--- src/rtl/piw_regs.vh ---
`ifndef PIW_REGS_VH
`define PIW_REGS_VH

// ****************************************
// Register offsets
// ****************************************
`define PIW_ADDR_W 8
`define PIW_OFF_CONTROL 8'h14
`define PIW_OFF_FLAG 8'h15
`define PIW_OFF_WDCTL 8'h16
`define PIW_OFF_SERVICE 8'h17

// ****************************************
// Field positions
// ****************************************
`define PIW_CTL_IRQ_EN 7
`define PIW_CTL_HALT_WAIT 6
`define PIW_CTL_HALT_DEBUG 5
`define PIW_CTL_BYPASS 3
`define PIW_FLG_TIMEOUT 7
`define PIW_WD_MON_EN 7
`define PIW_WD_FORCE_MON 6
`define PIW_WD_FORCE_RST 5
`define PIW_WD_WINDOW 4
`define PIW_WD_RST_DIS 3

// ****************************************
// Reset values and service codes
// ****************************************
`define PIW_CTL_RESET 8'h00
`define PIW_WD_RATE_RESET 3'h7
`define PIW_SERVICE_FIRST 8'h55
`define PIW_SERVICE_SECOND 8'hAA

// ****************************************
// Timing as log2 of module clock cycles, and the watchdog counter width
// ****************************************
`define PIW_PRESCALE_LOG2 13
`define PIW_BYPASS_LOG2 2
`define PIW_PERIODIC_BASE_LOG2 13
`define PIW_WD_CNT_W 23

`endif

--- src/rtl/piw_timer.v ---
`timescale 1ns/1ps
`include "piw_regs.vh"
module piw_timer #(
	parameter PRESCALE_LOG2 = `PIW_PRESCALE_LOG2
) (
	clk,
	rstn,
	addr,
	wdata,
	wr_stb,
	rd_stb,
	rdata,
	special_mode,
	in_wait,
	in_debug,
	pll_supply_present,
	ref_clock_fail,
	periodic_irq,
	monitor_active,
	watchdog_reset,
	monitor_reset
);
	input wire clk;
	input wire rstn;
	input wire [`PIW_ADDR_W-1:0] addr;
	input wire [7:0] wdata;
	input wire wr_stb;
	input wire rd_stb;
	output reg [7:0] rdata;
	input wire special_mode;
	input wire in_wait;
	input wire in_debug;
	input wire pll_supply_present;
	input wire ref_clock_fail;
	output reg periodic_irq;
	output reg monitor_active;
	output reg watchdog_reset;
	output reg monitor_reset;

	// ****************************************
	// Helpers
	// ****************************************
	// Watchdog period as a power of two, zero meaning off.
	function [4:0] wd_log2;
		input [2:0] code;
		begin
			case (code)
				3'h1: wd_log2 = 5'd13;
				3'h2: wd_log2 = 5'd15;
				3'h3: wd_log2 = 5'd17;
				3'h4: wd_log2 = 5'd19;
				3'h5: wd_log2 = 5'd21;
				3'h6: wd_log2 = 5'd22;
				3'h7: wd_log2 = 5'd23;
				default: wd_log2 = 5'd0;
			endcase
		end
	endfunction

	// Last periodic count in prescale ticks; code n spans 2^(n-1) ticks.
	function [6:0] period_limit;
		input [2:0] code;
		begin
			case (code)
				3'h1: period_limit = 7'h00;
				3'h2: period_limit = 7'h01;
				3'h3: period_limit = 7'h03;
				3'h4: period_limit = 7'h07;
				3'h5: period_limit = 7'h0F;
				3'h6: period_limit = 7'h1F;
				3'h7: period_limit = 7'h3F;
				default: period_limit = 7'h00;
			endcase
		end
	endfunction

	// A strobe only counts for a register when the address matches exactly.
	function hit;
		input [`PIW_ADDR_W-1:0] a;
		input [`PIW_ADDR_W-1:0] off;
		begin
			hit = (a == off);
		end
	endfunction

	// ****************************************
	// Registers
	// ****************************************
	reg irq_en_reg;
	reg halt_wait_reg;
	reg halt_debug_reg;
	reg bypass_reg;
	reg [2:0] prate_reg;
	reg flag_reg;
	reg mon_en_reg;
	reg force_mon_reg;
	reg force_rst_reg;
	reg window_reg;
	reg rst_dis_reg;
	reg [2:0] wrate_reg;
	reg once_ctl_reg;
	reg once_wd_reg;
	reg strap_done_reg;
	reg armed_reg;
	reg [PRESCALE_LOG2-1:0] pre_reg;
	reg [6:0] pcnt_reg;
	reg [`PIW_WD_CNT_W-1:0] wcnt_reg;

	wire halted = (halt_wait_reg & in_wait) | (halt_debug_reg & in_debug);
	wire wr_ctl = wr_stb & hit(addr, `PIW_OFF_CONTROL);
	wire wr_flg = wr_stb & hit(addr, `PIW_OFF_FLAG);
	wire wr_wd = wr_stb & hit(addr, `PIW_OFF_WDCTL);
	wire wr_svc = wr_stb & hit(addr, `PIW_OFF_SERVICE);
	// The once flags close on the first write of their register in normal modes,
	// whatever the value written, so a boot routine cannot retune the watchdog or the
	// halt controls later by accident. Special modes leave every control open for test.
	wire ctl_open = special_mode | ~once_ctl_reg;
	wire wd_open = special_mode | ~once_wd_reg;

	// ****************************************
	// Prescaler and periodic timer
	// ****************************************
	// The prescaler is shared and never cleared by a watchdog restart, so the
	// first watchdog tick after a service lands up to one prescale period early.
	wire pre_tick = ~halted & (bypass_reg ?
		(pre_reg[`PIW_BYPASS_LOG2-1:0] == {`PIW_BYPASS_LOG2{1'b1}}) :
		(&pre_reg));
	wire [6:0] plim = period_limit(prate_reg);
	wire p_expire = pre_tick & (prate_reg != 3'h0) & (pcnt_reg >= plim);

	// Halting freezes the prescaler itself, so a halted part resumes with the
	// same fraction of a tick still to run instead of losing it.
	always @(posedge clk or negedge rstn) begin
		if (!rstn)
			pre_reg <= {PRESCALE_LOG2{1'b0}};
		else if (!halted)
			pre_reg <= pre_reg + 1'b1;
	end

	// A rate of zero holds the count at zero, so switching the timer back on
	// starts a full count of ticks, the first of them landing up to one prescale period early.
	always @(posedge clk or negedge rstn) begin
		if (!rstn) begin
			pcnt_reg <= 7'h00;
		end else begin
			if (prate_reg == 3'h0)
				pcnt_reg <= 7'h00;
			else if (p_expire)
				pcnt_reg <= 7'h00;
			else if (pre_tick)
				pcnt_reg <= pcnt_reg + 7'h01;
		end
	end

	// ****************************************
	// Watchdog
	// ****************************************
	// The watchdog counts prescale ticks; cycles inside the first prescale
	// period are covered by the prescaler itself.
	wire [4:0] wl = wd_log2(wrate_reg);
	wire wd_on = (wl != 5'd0);
	wire [4:0] wshift = wl - 5'd13;
	wire [`PIW_WD_CNT_W-1:0] wticks = {{(`PIW_WD_CNT_W-1){1'b0}}, 1'b1} << wshift;
	wire [`PIW_WD_CNT_W-1:0] wopen = wticks - (wticks >> 2);
	// Greater-or-equal lets a change to a shorter period expire at the next prescale tick
	// instead of running on until the counter wraps.
	wire w_expire = wd_on & pre_tick & (wcnt_reg >= wticks - 1'b1);
	// At the fastest rate the open part of the period is empty, so every
	// service write in window mode counts as early there.
	wire in_window = (wcnt_reg >= wopen);

	// ****************************************
	// Service sequence checks
	// ****************************************
	// Every fault below is a single-cycle event taken from the write itself,
	// so a bad write is punished in the cycle after it and never deferred.
	wire svc_first = wr_svc & (wdata == `PIW_SERVICE_FIRST);
	wire svc_second = wr_svc & (wdata == `PIW_SERVICE_SECOND);
	wire svc_bad = wd_on & wr_svc & ~svc_first & ~svc_second;
	wire svc_early = wd_on & window_reg & wr_svc & ~in_window;
	wire svc_order = wd_on & svc_second & ~armed_reg;

	// ****************************************
	// Failure causes
	// ****************************************
	// A forced failure follows the watchdog rate and the monitor enable bit, not the
	// force-monitor bit; with both enabled both requests rise and the system picks the vector.
	// The monitor's own delay circuit lives outside; this block only turns
	// its fail level into a reset request.
	wire force_any = force_rst_reg & ~rst_dis_reg;
	wire mon_on = force_mon_reg | mon_en_reg;
	wire wd_fail = w_expire | svc_bad | svc_early | svc_order | (force_any & wd_on);
	wire mon_fail = (mon_on & ref_clock_fail) | (force_any & mon_en_reg);

	// Only a completed pair restarts the count; a lone second value is caught
	// as an ordering fault above.
	always @(posedge clk or negedge rstn) begin
		if (!rstn)
			wcnt_reg <= {`PIW_WD_CNT_W{1'b0}};
		else if (!wd_on || (svc_second && armed_reg) || w_expire)
			wcnt_reg <= {`PIW_WD_CNT_W{1'b0}};
		else if (pre_tick)
			wcnt_reg <= wcnt_reg + 1'b1;
	end

	// The first value may be repeated; the arm drops with the second value
	// and whenever the watchdog is off.
	always @(posedge clk or negedge rstn) begin
		if (!rstn)
			armed_reg <= 1'b0;
		else if (!wd_on || (svc_second && armed_reg))
			armed_reg <= 1'b0;
		else if (svc_first)
			armed_reg <= 1'b1;
	end

	// ****************************************
	// Strap capture and monitor enable
	// ****************************************
	// The supply strap is a live pin, so it is caught on the first clock after
	// release rather than in the reset branch; a write in that cycle is dropped.
	always @(posedge clk or negedge rstn) begin
		if (!rstn) begin
			strap_done_reg <= 1'b0;
			mon_en_reg <= 1'b0;
		end else if (!strap_done_reg) begin
			strap_done_reg <= 1'b1;
			mon_en_reg <= pll_supply_present;
		end else if (wr_wd) begin
			mon_en_reg <= wdata[`PIW_WD_MON_EN];
		end
	end

	// ****************************************
	// Periodic control register
	// ****************************************
	always @(posedge clk or negedge rstn) begin
		if (!rstn) begin
			irq_en_reg <= 1'b0;
			halt_wait_reg <= 1'b0;
			halt_debug_reg <= 1'b0;
			bypass_reg <= 1'b0;
			prate_reg <= 3'h0;
			once_ctl_reg <= 1'b0;
		end else if (wr_ctl) begin
			irq_en_reg <= wdata[`PIW_CTL_IRQ_EN];
			prate_reg <= wdata[2:0];
			once_ctl_reg <= 1'b1;
			if (ctl_open) begin
				halt_wait_reg <= wdata[`PIW_CTL_HALT_WAIT];
				halt_debug_reg <= wdata[`PIW_CTL_HALT_DEBUG];
			end
			// Bypass only shortens the prescaler for test; a stray write in a
			// normal mode would speed up both timers, so it is shut there.
			if (special_mode)
				bypass_reg <= wdata[`PIW_CTL_BYPASS];
		end
	end

	// ****************************************
	// Watchdog and monitor control register
	// ****************************************
	always @(posedge clk or negedge rstn) begin
		if (!rstn) begin
			force_mon_reg <= 1'b0;
			force_rst_reg <= 1'b0;
			window_reg <= 1'b0;
			rst_dis_reg <= 1'b0;
			wrate_reg <= `PIW_WD_RATE_RESET;
			once_wd_reg <= 1'b0;
		end else if (!strap_done_reg) begin
			// Reset generation starts disabled in special modes.
			rst_dis_reg <= special_mode;
		end else if (wr_wd) begin
			once_wd_reg <= 1'b1;
			if (wd_open) begin
				force_mon_reg <= wdata[`PIW_WD_FORCE_MON];
				window_reg <= wdata[`PIW_WD_WINDOW];
				wrate_reg <= wdata[2:0];
			end
			if (special_mode) begin
				force_rst_reg <= wdata[`PIW_WD_FORCE_RST];
				rst_dis_reg <= wdata[`PIW_WD_RST_DIS];
			end
		end
	end

	// ****************************************
	// Periodic time-out flag
	// ****************************************
	// A new time-out beats a clear in the same cycle, so no period is lost.
	always @(posedge clk or negedge rstn) begin
		if (!rstn)
			flag_reg <= 1'b0;
		else if (p_expire)
			flag_reg <= 1'b1;
		else if (wr_flg && wdata[`PIW_FLG_TIMEOUT])
			flag_reg <= 1'b0;
	end

	// ****************************************
	// Interrupt and monitor status
	// ****************************************
	always @(posedge clk or negedge rstn) begin
		if (!rstn) begin
			periodic_irq <= 1'b0;
			monitor_active <= 1'b0;
		end else begin
			periodic_irq <= flag_reg & irq_en_reg;
			monitor_active <= mon_on;
		end
	end

	// ****************************************
	// Reset requests
	// ****************************************
	// Requests are levels that stand as long as their cause does; the system
	// reset they trigger is expected to clear this block as well.
	always @(posedge clk or negedge rstn) begin
		if (!rstn) begin
			watchdog_reset <= 1'b0;
			monitor_reset <= 1'b0;
		end else begin
			watchdog_reset <= wd_fail & ~rst_dis_reg;
			monitor_reset <= mon_fail & ~rst_dis_reg;
		end
	end

	// ****************************************
	// Read data
	// ****************************************
	wire [7:0] ctl_image = {irq_en_reg, halt_wait_reg, halt_debug_reg, 1'b0, bypass_reg,
		prate_reg};
	wire [7:0] flg_image = {flag_reg, 7'h00};
	wire [7:0] wd_image = {mon_en_reg, force_mon_reg, force_rst_reg, window_reg,
		rst_dis_reg, wrate_reg};

	// Read data stand only in the cycle after the strobe and are zero otherwise,
	// so a stale value can never be taken for a fresh one.
	always @(posedge clk or negedge rstn) begin
		if (!rstn) begin
			rdata <= 8'h00;
		end else if (rd_stb) begin
			case (addr)
				`PIW_OFF_CONTROL: rdata <= ctl_image;
				`PIW_OFF_FLAG: rdata <= flg_image;
				`PIW_OFF_WDCTL: rdata <= wd_image;
				default: rdata <= 8'h00;
			endcase
		end else begin
			rdata <= 8'h00;
		end
	end
endmodule // piw_timer
--- config.mk ---
export PLATFORM = sky130hd
export DESIGN_NAME = piw_timer
export DESIGN_NICKNAME = d
export VERILOG_FILES = /design/src/rtl/piw_timer.v
export VERILOG_INCLUDE_DIRS = /design/src /design/src/rtl
export SDC_FILE = /design/constraint.sdc
export NUM_CORES = 1
export LEC_CHECK = 0
export ABC_AREA = 1
export CELL_PAD_IN_SITES_DETAIL_PLACEMENT = 1
export CELL_PAD_IN_SITES_GLOBAL_PLACEMENT = 1
export CORE_MARGIN = 10
export CORE_UTILIZATION = 49
export CTS_BUF_LIST = sky130_fd_sc_hd__clkbuf_4
export CTS_CLUSTER_SIZE = 20
export DETAILED_ROUTE_END_ITERATION = 7
export DONT_BUFFER_PORTS = 1
export GPL_TIMING_DRIVEN = 0
export PLACE_DENSITY_LB_ADDON = 0.2
export REMOVE_ABC_BUFFERS = 1
export SLEW_MARGIN = 10
export SYNTH_ARGS = -nofsm -noshare
export SYNTH_HDL_FRONTEND = slang
export SYNTH_SLANG_ARGS = --single-unit
--- constraint.sdc ---
create_clock -name clk -period 3.7 [get_ports clk]
set_clock_uncertainty 0.1 [all_clocks]
set_input_delay 0.74 -clock clk [delete_from_list [all_inputs] [get_ports clk]]
set_output_delay 0.74 -clock clk [all_outputs]
set_load 0.02 [all_outputs]
After elaboration in Yosys (flattened, before gate mapping):

Cells that the tools add are included.

* add/subtract/negate cells: 6
* magnitude comparators: 3
* eq/ne operators: 22
* shift-type cells: 1
* mux-type cells: 19
* bitwise gates (word level): 45
* reductions and logical operators: 19

Operators with widths (number)
* >= comparator 23 bit: 2
* two-way mux 23 bit: 2
* one-hot mux 6 bit (6 select lines): 1
* one-hot mux 5 bit (7 select lines): 1
* equality test 8 x 5 -> 1 bit, second input constant: 4
* bitwise AND 1 bit: 28
* equality test 3 bit, second input constant: 8
* one-hot mux 8 bit (3 select lines): 1
* adder 23 x 1 -> 23 bit, second input constant: 1
* << shifter 1 x 5 -> 23 bit, first input constant: 1
* subtractor 23 x 1 -> 23 bit, second input constant: 1
* subtractor 23 x 21 -> 23 bit: 1
* two-way mux 7 bit: 3
* adder 13 x 1 -> 13 bit, second input constant: 1
* AND reduction 13 bit: 1
* equality test 3 x 2 -> 1 bit, second input constant: 4
* two-way mux 1 bit: 10
* bitwise OR 1 bit: 9
* equality test 8 x 7 -> 1 bit, second input constant: 1
* equality test 8 bit, second input constant: 1
* two-way mux 8 bit: 1
* inverter 1 bit: 8
* AND reduction 2 bit: 4
* adder 7 x 1 -> 7 bit, second input constant: 1
* 14 further kinds: 20

* bits in registers: 75
* input bits: 25
* output and inout bits: 12

Longest topological paths before layout:

Gate-level depths: netlist of run 1.

* depth in word-level cells: 12
* mapped depth: 28
* gate-level depth less buffers: 27

Worst setup path before layout of run 1:

OpenSTA, ideal clock, no wires.

* path kind: reg2reg
* start: register wrate_reg[0]
* end: register watchdog_reset
* setup time: 0.113 ns
* arrival: 3.126 ns
* slack: 0.362 ns
* stages on the path, launching flop included: 27
* clock period less this slack: 3.338 ns
* cell sequence: dfstp_2 > buf_2 > nand3_1 > ha_1 > fa_1 > inv_1 > nand3_1 > nand2_1 > nand2_1 > nand2_1 > nand2_1 > nand2_1 > nand2_1 > nand2_1 > xor2_1 > ha_1 > nand2_1 > nor2_1 > nand2_1 > nor2_1 > nand3_1 > nand2_1 > nand2_1 > nand3_1 > nand3_1 > nand2_1 > inv_1

* longest elaborated chain between the ends: 12
* elaborated cells between the ends (all ways): 32
* those cells by class: 3 x add/sub; 2 x order compare; 7 x eq/ne; 1 x shift; 1 x mux; 17 x bitwise; 1 x reduce/logical

RTL lines
* from (decl): RTL line piw_timer.v:100 `reg [2:0] wrate_reg;`
* from (signal assigned): RTL line piw_timer.v:269 `` wrate_reg <= `PIW_WD_RATE_RESET; ``
* from (signal assigned): RTL line piw_timer.v:279 `wrate_reg <= wdata[2:0];`
* equality test 3 bit, or another cell as far along: RTL line piw_timer.v:47 `case (code)`
* one-hot mux 5 bit (7 select lines) *: RTL line piw_timer.v:47
* subtractor 5 x 4 -> 5 bit: RTL line piw_timer.v:162 `wire [4:0] wshift = wl - 5'd13;`
* << shifter 1 x 5 -> 23 bit: RTL line piw_timer.v:163 `` wire [`PIW_WD_CNT_W-1:0] wticks = {{(`PIW_WD_CNT_W-1){1'b0}}, 1'b1} << wshift; ``
* subtractor 23 x 1 -> 23 bit or subtractor 23 x 21 -> 23 bit (tied branches): RTL line piw_timer.v:167, piw_timer.v:164
* >= comparator 23 bit, on equally long branches: RTL line piw_timer.v:167, piw_timer.v:170
* bitwise AND 1 bit or inverter 1 bit (tied branches): RTL line piw_timer.v:167, piw_timer.v:180
* bitwise OR 1 bit or bitwise AND 1 bit (tied branches): RTL line piw_timer.v:192, piw_timer.v:180
* bitwise OR 1 bit (2 in series): RTL line piw_timer.v:192 `wire wd_fail = w_expire | svc_bad | svc_early | svc_order | (force_any & wd_on);`
* bitwise OR 1 bit *: RTL line piw_timer.v:192
* bitwise AND 1 bit *: RTL line piw_timer.v:324 `watchdog_reset <= wd_fail & ~rst_dis_reg;`
* to (signal assigned): RTL line piw_timer.v:324
* to (decl): RTL line piw_timer.v:37 `output reg watchdog_reset;`

Every way passes the cells marked *; elsewhere a longest branch is shown, timed or not.
A chain may end at the register's enable or synchronous reset.

Worst setup path in the final report of run 1:

Same ends and word-level chain as after synthesis.

==> impl_metrics.env, run 1 <==
export IMPL_status="finished with violations"
export IMPL_failed_checks="setup timing"
export IMPL_r2r_slack_ns=-0.20
export IMPL_core_rowCount=43
export IMPL_track_usage_pct=19.9
export IMPL_setup_ws_ns=-0.204
export IMPL_drive_gt1_share_pct=12.6
export IMPL_start_kind="flop"
export IMPL_die_w_um=138
export IMPL_start_util_pct=49.6
export IMPL_via_per_inst=5.48
export IMPL_setup_violations=1
export IMPL_placed_area_um2=7090
export IMPL_finalHoldViolations=0
export IMPL_dieArea_um2=19100
export IMPL_grt_pass1_wl_mm=32.3
export IMPL_core_area_um2=13800
export IMPL_tightest_slew_ns=1.05
export IMPL_cts_path_max_buffers=2
export IMPL_initialDrtViolationCount=367
export IMPL_timing_rr_start="wrate_reg[0]$_DFFE_PN1P_"
export IMPL_fin_crit_sh_pct=106
export IMPL_synthArstFlopShare_pct=100
export IMPL_fin_nets=1155
export IMPL_crit_fanout=6
export IMPL_synth_seq_cells=75
export IMPL_required_ns=3.97
export IMPL_die_h_um=138
export IMPL_area_growth_pct=13.6
export IMPL_ir_drop_mv=0.199
export IMPL_fmax_mhz=256
export IMPL_htree_levels=3
export IMPL_cts_sinks=75
export IMPL_cts_tree="yes"
export IMPL_period_needed_ns=3.90
export IMPL_numCtsBuffers=9
export IMPL_drc_errors=0
export IMPL_antenna_left=0
export IMPL_finalWirelength_mm=21.4
export IMPL_netlist_area_um2=6840
export IMPL_cellPowerDensity_nw_per_um2=252
export IMPL_ys_warn_count=0
export IMPL_largest_reg_flops=23
export IMPL_rr_worst_depth=23
export IMPL_rsz0062_at_grt="true"
export IMPL_globalRoute_totalOverflow=0
export IMPL_synthCells=1000
export IMPL_crit_path_end="watchdog_reset$_DFF_PN0_"
export IMPL_synth_cell_types=45
export IMPL_grt_pass1_vias=6785
export IMPL_path_class="reg -> reg"
export IMPL_wl_per_cell_um=17.2
export IMPL_grt_start_max_net_pins=76
export IMPL_dr_pass1_iters=5
export IMPL_hold_slack_ns=0.0369
export IMPL_clock_latency_ns=0.46
export IMPL_crit_reg2reg_capture="watchdog_reset$_DFF_PN0_"
export IMPL_synth_edf_count=0
export IMPL_num_vias=6805
export IMPL_cap_violations=0
export IMPL_arrival_ns=4.17
export IMPL_timing_critical_path_from="wrate_reg[0]$_DFFE_PN1P_"
export IMPL_end_kind="flop"
export IMPL_routabilityCongestion=0.855
export IMPL_root_buffer="clkbuf_4"
export IMPL_io_pins=37
export IMPL_syn_area_per_cell_um2=6.84
export IMPL_timing_slew_headroom_pct=30.0
export IMPL_hpwl_mm=15.2
export IMPL_slew_viol_final=0
export IMPL_ys_seq_area_share_pct=27.5
export IMPL_clk_pin_slew_ns=0.14
export IMPL_synth_ff_type="dfrtp_1"
export IMPL_p_leak_nw=4.10
export IMPL_final_area_um2=7770
export IMPL_antenna_found_initial=1
export IMPL_port_buffers=0
export IMPL_min_path_type="in -> async"
==> through the flow <==
step	utilization [%]	power, W	setup WS, ns	TNS [ns]	std cells
2_1_floorplan	-	0.00129	0.432	0	1017
3_3_place_gp	51.5	0.00137	-0.405	-2.62	1197
3_5_place_dp	51.5	0.00139	-0.436	-5.59	1197
4_1_cts	53.7	0.00190	0.0160	0	1221
5_1_grt	56.4	0.00209	-0.381	-1.71	1241
6_report	56.4	0.00196	-0.204	-0.204	1241
==> cells by family after synthesis <==
group                    count (synthesis)  share of synthesized area (%)
AND/OR/NAND/NOR                        545                           35.7
adder cells (fa/ha/maj)                 76                           14.0
AO/OA/AOI/OAI                          104                           8.40
flip-flops                              75                           27.5
multiplexers                             1                          0.165
XOR/XNOR                                39                           5.00
buffers and inverters                  158                           9.15
other                                    2                          0.110
==> critical path, stage by stage (launching register included) <==
cell and delay (ns):
dfstp_2 0.47, nor2_4 0.22, inv_1 0.12, nor2_4 0.20
inv_1 0.11, ha_4 0.18, a21oi_1 0.26, o21ai_0 0.18
nand3_1 0.10, nand2_1 0.07, nand2_1 0.09, nand3_1 0.10
nand2_1 0.08, nand2_1 0.07, ha_1 0.31, nand2_1 0.10
nor2_2 0.15, nand4_1 0.22, nor2_1 0.26, o21ai_2 0.11
nand3_2 0.11, nand3_2 0.07, nand2_2 0.07, inv_1 0.04
==> cell usage after synthesis (all sizes together), types with 4 or more instances <==
cell | count | area share (%)
nor3 | 19 | 1.8
nand3 | 80 | 6.7
xor2 | 26 | 3.3
ha | 75 | 14
nand4 | 35 | 3.2
a21o | 4 | 0.44
nor2 | 110 | 6.3
buf | 12 | 1.1
o21bai | 4 | 0.44
a21oi | 51 | 3.7
inv | 145 | 8.0
nand2 | 289 | 16
o21ai | 36 | 2.8
xnor2 | 13 | 1.7
dfrtp | 72 | 26
nand3b | 5 | 0.60
==> cell usage in the layout, fill, tap and decap left out, types with 8 or more instances in the layout <==
master    Yosys  layout
o21ai_1       9       9
clkbuf_4      0       9
dfrtp_1      72      72
nand2_2       6      15
a21oi_1      51      46
xor2_1       26      26
conb_1        2      31
buf_4         2      23
nor3_1       15       8
inv_1       140     135
xnor2_1      13      13
ha_1         75      69
nor2_1      106      99
o21ai_0      26      25
nand4_1      35      35
nand2_1     282     270
nand3_1      69      63
nand3_2      11      15
==> power by group <==
group	leakage (nW)	internal, W	switching, W
Combinational	3.06	0.000191	0.000328
Sequential	0.973	0.000884	0.0000697
Clock	0.0629	0.000147	0.000337
Total	4.10	0.00122	0.000734
==> cell type report <==
type	instances	area (um2)
clock buffers	9	67.6
multi-input cells	796	4750
clock inverters	7	56.3
well taps	180	225
diodes	2	5.00
inverters	146	563
repair buffers	26	223
fillers	1854	6000
flip-flops and latches	75	1880
==> how the worst min path moves through the flow <==
stage,startpoint,to,slack [ns]
final,rstn,pcnt_reg[1]$_DFFE_PN0P_,0.04
after global routing,rstn,pcnt_reg[1]$_DFFE_PN0P_,0.04
after CTS,rstn,pcnt_reg[1]$_DFFE_PN0P_,0.03
after detailed placement,once_ctl_reg$_DFFE_PN0P_,once_ctl_reg$_DFFE_PN0P_,0.34
after global placement,once_ctl_reg$_DFFE_PN0P_,once_ctl_reg$_DFFE_PN0P_,0.33
after floorplan,once_ctl_reg$_DFFE_PN0P_,once_ctl_reg$_DFFE_PN0P_,0.32
==> per-layer routing <==
| metal | global-route usage [%] | share of wire, % |
|---|---|---|
| met5 | 0 | 0 |
| met4 | 6.33 | 3.3 |
| met3 | 2.29 | 3.1 |
| met2 | 35.3 | 51 |
| met1 | 24.6 | 43 |
==> repair_timing <==
action                                  4_1_cts  5_1_grt
setup buffers                                 7       18
hold buffers                                  1        0
gates resized for setup                      23       57
hold endpoints to repair                     75        0
endpoints found under the setup margin       24       24
pin swaps                                     2       29
No activity file was read; power rests on OpenSTA's default activity.
==> inputs of run 2 (changes only) <==
- ABC_AREA: 1 -> 0
- CORE_MARGIN: 10 -> 2
- CORE_UTILIZATION: 49 -> 52
==> impl_metrics.env, run 2 <==
export IMPL_grt_start_max_net_pins=73
export IMPL_synth_compound_area_share_pct=17.0
export IMPL_synthArstFlopShare_pct=100
export IMPL_cap_violations=0
export IMPL_muxShareOfSynthArea_pct=4.19
export IMPL_final_cell_mix="72 x dfrtp_1, 69 x ha_1, 59 x nand2_1"
export IMPL_globalRoute_totalOverflow=0
export IMPL_utilization_pct=62.3
export IMPL_root_buffer="clkbuf_4"
export IMPL_yosysTopAreaCellShare_pct=30.3
export IMPL_dr_pass1_iters=4
export IMPL_period_needed_ns=3.99
export IMPL_synth_xor_area_share_pct=6.34
export IMPL_cellPowerDensity_nw_per_um2=294
export IMPL_synth_ff_type="dfrtp_1"
export IMPL_setup_violations=1
export IMPL_initialDrtViolationCount=233
export IMPL_fin_nets=833
export IMPL_tightest_slew_ns=0.954
export IMPL_grt_pass1_vias=5826
export IMPL_r2r_slack_ns=-0.29
export IMPL_path_class="reg -> reg"
export IMPL_syn_area_per_cell_um2=9.04
export IMPL_die_h_um=111
export IMPL_core_area_um2=11300
export IMPL_status="finished with violations"
export IMPL_finalWirelength_mm=17.6
export IMPL_crit_fanout=6
export IMPL_antenna_cells=0
export IMPL_start_util_pct=52.7
export IMPL_ys_top_cells_by_count="75 x ha_1, 72 x dfrtp_1, 60 x nand2_1"
export IMPL_fin_setup_tns_ns=-0.294
export IMPL_synthCells=657
export IMPL_track_usage_pct=28.5
export IMPL_antenna_found_initial=0
export IMPL_num_vias=5380
export IMPL_via_per_inst=6.11
export IMPL_min_path_type="in -> async"
export IMPL_port_buffers=0
export IMPL_drive_gt1_share_pct=19.4
export IMPL_start_kind="flop"
export IMPL_wl_per_cell_um=20.0
export IMPL_fin_crit_sh_pct=108
export IMPL_end_kind="flop"
export IMPL_setup_ws_ns=-0.294
export IMPL_core_rowCount=39
export IMPL_timing_slew_headroom_pct=35.9
export IMPL_synth_edf_count=0
export IMPL_cts_path_max_buffers=2
export IMPL_clock_latency_ns=0.45
export IMPL_cts_sinks=75
export IMPL_yosys_area_share_simple_pct=22.0
export IMPL_ys_seq_area_share_pct=31.7
export IMPL_antenna_left=0
export IMPL_required_ns=3.93
export IMPL_drc_errors=0
export IMPL_synth_area_leaders="dfrtp_1 30%, ha_1 16%, nand2_1 3.8%"
export IMPL_cts_tree="yes"
export IMPL_arrival_ns=4.23
export IMPL_numCtsBuffers=9
export IMPL_io_pins=37
export IMPL_clk_pin_slew_ns=0.16
export IMPL_dieArea_um2=12300
export IMPL_htree_levels=3
export IMPL_rsz0062_at_grt="true"
export IMPL_netlist_area_um2=5940
export IMPL_p_leak_nw=3.43
export IMPL_final_common_cell="dfrtp_1"
export IMPL_slew_viol_final=0
export IMPL_hpwl_mm=11.7
export IMPL_yosysMostFrequentCell="ha_1"
export IMPL_failed_checks="setup timing"
export IMPL_synth_cell_types=66
export IMPL_fmax_mhz=250
export IMPL_grt_pass1_wl_mm=28.6
export IMPL_finalHoldViolations=0
export IMPL_rr_worst_depth=18
export IMPL_routabilityCongestion=0.800
export IMPL_yosys_area_top_type="dfrtp_1"
export IMPL_ys_warn_count=0
export IMPL_area_growth_pct=18.4
export IMPL_die_w_um=111
export IMPL_largest_reg_flops=23
export IMPL_synth_top_family_by_area="simple AND/OR/NAND/NOR gates"
export IMPL_synth_adder_area_share_pct=16.1
export IMPL_synth_seq_cells=75
export IMPL_ir_drop_mv=0.357
[run 2: changes by cell type in the layout (fill, tap and decap cells not counted), sizes merged, moves of 13 or more]
cell / change
nand2: -229
inv: -122
nor2: -56
nand3: -47
a21o: +23
buf: +21
nand4: -17
o21ai: -16
mux2: +14
nand2b: +13
[run 2: worst max-delay path: stages, from the launching register on]
cell and delay [ns]:
dfstp_4 0.69, nand2b_4 0.16, nor2_4 0.06, buf_6 0.12, ha_4 0.22, nor2b_4 0.12, o31a_1 0.27, o21ai_2 0.22
a211oi_2 0.12, o211a_1 0.31, o21ba_4 0.23, xnor2_2 0.13, ha_1 0.32, nand4_1 0.14, nor3_2 0.25, a21oi_1 0.11
o311a_1 0.13, o221ai_2 0.08, o31ai_1 0.10
[run 2: cell type report]
| cell class | count | area, um2 |
|---|---|---|
| flip-flops and latches | 75 | 1890 |
| repair buffers | 49 | 427 |
| fillers | 1294 | 4240 |
| clock buffers | 9 | 67.6 |
| inverters | 23 | 86.3 |
| clock inverters | 7 | 85.1 |
| multi-input cells | 574 | 4300 |
| well taps | 143 | 179 |
[run 2: logic make-up (layout without fill, tap and decap cells)]
kind of cell    Yosys count  count (layout)
compound gates          149             149
mux                      23              23
fa+ha+maj                76              76
other cells               2              31
flops                    75              75
xor+xnor                 43              43
buf+inv                  37              88
simple gates            252             252
[run 2: what timing repair did]
action | 4_1_cts | 5_1_grt
endpoints found under the hold margin | 72 | 0
resized for setup | 46 | 22
hold buffers | 2 | 0
pin swaps | 29 | 25
buffers inserted | 33 | 14
endpoints found under the setup margin | 24 | 19
[run 2: routing by layer]
layer / track usage, % / up-vias / part of all wire, %
li1: - / 2528 / -
met1: 33.1 / 2687 / 40
met2: 52.8 / 121 / 52
met3: 5.36 / 44 / 4.3
met4: 8.92 / 0 / 3.2
met5: 0 / - / 0
[run 2: path summary, 6_finish.rpt]
kind / from / endpoint
worst max-delay path: wrate_reg[2]$_DFFE_PN1P_ / watchdog_reset$_DFF_PN0_
worst min-delay path: rstn / wcnt_reg[15]$_DFFE_PN0P_
worst max register to register: wrate_reg[2]$_DFFE_PN1P_ / watchdog_reset$_DFF_PN0_
worst min register to register: once_wd_reg$_DFFE_PN0P_ / once_wd_reg$_DFFE_PN0P_
max in group asynchronous: rstn / wrate_reg[1]$_DFFE_PN1P_
min in group clk: addr[1] / rdata[4]$_DFF_PN0_
[run 2: where the power goes]
| group | switching (W) | internal, W | leakage [nW] |
|---|---|---|---|
| Combinational | 0.000301 | 0.000253 | 2.35 |
| Sequential | 0.0000736 | 0.000884 | 1.00 |
| Clock | 0.000338 | 0.000218 | 0.0766 |
| Total | 0.000712 | 0.00136 | 3.43 |
[run 2: through the flow]
step | cells | hold WS [ns] | worst slack [ns] | total power [W] | cell area (um2)
after floorplan | 672 | 0.328 | -0.0924 | 0.00129 | 5990
after global placement | 815 | 0.340 | -0.963 | 0.00136 | 6160
after detailed placement | 815 | 0.346 | -1.08 | 0.00140 | 6160
after CTS | 866 | 0.0483 | -0.236 | 0.00203 | 6820
after global routing | 880 | 0.0603 | -0.426 | 0.00219 | 7030
final | 880 | 0.0577 | -0.294 | 0.00207 | 7030
==> inputs of run 3 (changes only) <==
- clock period: 3.7 -> 4.2 ns (I/O delays scaled with it)
==> impl_metrics.env, run 3 (synthesis gave the netlist of run 2 again) <==
export IMPL_final_cell_mix="72 x dfrtp_1, 70 x ha_1, 60 x nand2_1"
export IMPL_setup_violations=0
export IMPL_required_ns=4.46
export IMPL_antenna_left=0
export IMPL_globalRoute_totalOverflow=0
export IMPL_drive_gt1_share_pct=15.0
export IMPL_htree_levels=3
export IMPL_start_util_pct=52.7
export IMPL_cellPowerDensity_nw_per_um2=264
export IMPL_port_buffers=0
export IMPL_dr_pass1_iters=4
export IMPL_grt_start_max_net_pins=73
export IMPL_clock_latency_ns=0.44
export IMPL_largest_reg_flops=23
export IMPL_area_growth_pct=13.2
export IMPL_min_path_type="in -> async"
export IMPL_core_area_um2=11300
export IMPL_antenna_found_initial=0
export IMPL_status="finished clean"
export IMPL_initialDrtViolationCount=153
export IMPL_die_w_um=111
export IMPL_cap_violations=0
export IMPL_fin_crit_sh_pct=97.7
export IMPL_die_h_um=111
export IMPL_tightest_slew_ns=0.966
export IMPL_antenna_cells=0
export IMPL_clk_pin_slew_ns=0.15
export IMPL_ir_drop_mv=0.312
export IMPL_switching_power_w=0.000606
export IMPL_routabilityCongestion=0.800
export IMPL_drc_errors=0
export IMPL_fmax_mhz=244
export IMPL_numCtsBuffers=9
export IMPL_grt_pass1_wl_mm=27.0
export IMPL_core_rowCount=39
export IMPL_end_kind="flop"
export IMPL_fill_cells=1328
export IMPL_p_leak_nw=3.27
export IMPL_seq_power_share_pct=47.5
export IMPL_p_sw_share_pct=34.2
export IMPL_seq_area_um2=1890
export IMPL_cts_tree="yes"
export IMPL_track_usage_pct=26.7
export IMPL_period_needed_ns=4.10
export IMPL_start_kind="flop"
export IMPL_crit_fanout=7
export IMPL_path_class="reg -> reg"
export IMPL_timing_slew_headroom_pct=35.1
export IMPL_comb_power_share_pct=25.0
export IMPL_dieArea_um2=12300
export IMPL_hpwl_mm=11.7
export IMPL_wl_per_cell_um=18.8
export IMPL_p_clk_share_pct=27.5
export IMPL_finalHoldViolations=0
export IMPL_fin_nets=809
export IMPL_slew_viol_final=0
export IMPL_root_buffer="clkbuf_4"
export IMPL_finalWirelength_mm=16.1
export IMPL_utilization_pct=59.6
export IMPL_power_w=0.00177
export IMPL_cts_sinks=75
export IMPL_via_per_inst=6.02
export IMPL_num_vias=5151
export IMPL_multiInputGateArea_um2=4190
export IMPL_grt_pass1_vias=5547
export IMPL_hold_slack_ns=0.115
export IMPL_cts_path_max_buffers=2
export IMPL_arrival_ns=4.37
export IMPL_internal_power_w=0.00117
export IMPL_io_pins=37
export IMPL_rsz0062_at_grt="true"
export IMPL_final_common_cell="dfrtp_1"
[run 3: cell types whose count changed in the layout (fill, tap and decap cells not counted), sizes merged]
cell / change
buf: -22
clkbuf: -1
dlygate4sd3: -1
[run 3: final cells by class]
class	instances	area share [%]
well taps	143	2.66
clock buffers	9	1.01
inverters	23	1.28
multi-input cells	574	62.4
clock inverters	7	1.27
flip-flops and latches	75	28.1
repair buffers	25	3.33
[run 3: critical path: stages, from the launching register on]
cell and delay, ns:
dfstp_4 0.70, nand2b_4 0.16, nor2_4 0.06, ha_4 0.16, fa_2 0.38, nor2b_2 0.15
o31a_1 0.21, o21ai_2 0.08, buf_4 0.14, a211oi_4 0.28, o211a_4 0.22, o21ai_1 0.09
a21oi_1 0.20, ha_1 0.28, nand4_1 0.20, nor3_2 0.07, a21oi_1 0.16, o311a_1 0.20
o221ai_2 0.11, o31ai_1 0.08
[run 3: final timing paths]
check / startpoint / to / slack (ns) / cells past startpoint
hold reg to reg: once_wd_reg$_DFFE_PN0P_ / once_wd_reg$_DFFE_PN0P_ / 0.38 / 1
hold / removal: rstn / wrate_reg[1]$_DFFE_PN1P_ / 0.12 / 0
setup reg to reg: wrate_reg[2]$_DFFE_PN1P_ / watchdog_reset$_DFF_PN0_ / 0.1 / 19
max in group asynchronous: rstn / wcnt_reg[1]$_DFFE_PN0P_ / 3.50 / 1
min in group clk: once_wd_reg$_DFFE_PN0P_ / once_wd_reg$_DFFE_PN0P_ / 0.38 / 1
setup / recovery: wrate_reg[2]$_DFFE_PN1P_ / watchdog_reset$_DFF_PN0_ / 0.1 / 19
[run 3: power groups by stage]
stage	Clock, W	Sequential (W)	Combinational [W]
finish	0.000488	0.000843	0.000443
floorplan	0	0.000843	0.000298
CTS	0.000497	0.000844	0.000409
global placement	0	0.000854	0.000346
detailed placement	0	0.000860	0.000374
global route	0.000525	0.000854	0.000502
[run 3: what timing repair did]
action,in CTS,in global routing
endpoints found under the setup margin,16,14
gates resized for setup,20,22
buffers inserted,10,14
pin swaps,6,23
hold buffers,1,0
hold endpoints to repair,72,0
[run 3: through the flow]
| step | setup TNS (ns) | cells | cell area (um2) | setup slack (ns) |
|---|---|---|---|---|
| finish | 0 | 856 | 6720 | 0.0971 |
| global route | -0.0462 | 856 | 6720 | -0.0462 |
| CTS | 0 | 842 | 6510 | 0.0184 |
| detailed placement | -7.21 | 815 | 6160 | -0.579 |
| global placement | -6.36 | 815 | 6160 | -0.463 |
| floorplan | 0 | 672 | 5990 | 0.408 |
[run 3: layer usage]
layer  vias to the layer above  routed length (um)  global-route usage [%]
met1                      2586                6770                    32.1
met4                         0                 279                    6.08
met3                        21                 554                    4.48
li1                       2470                   -                       -
met2                        74                8500                    49.9
met5                         -                   0                       0
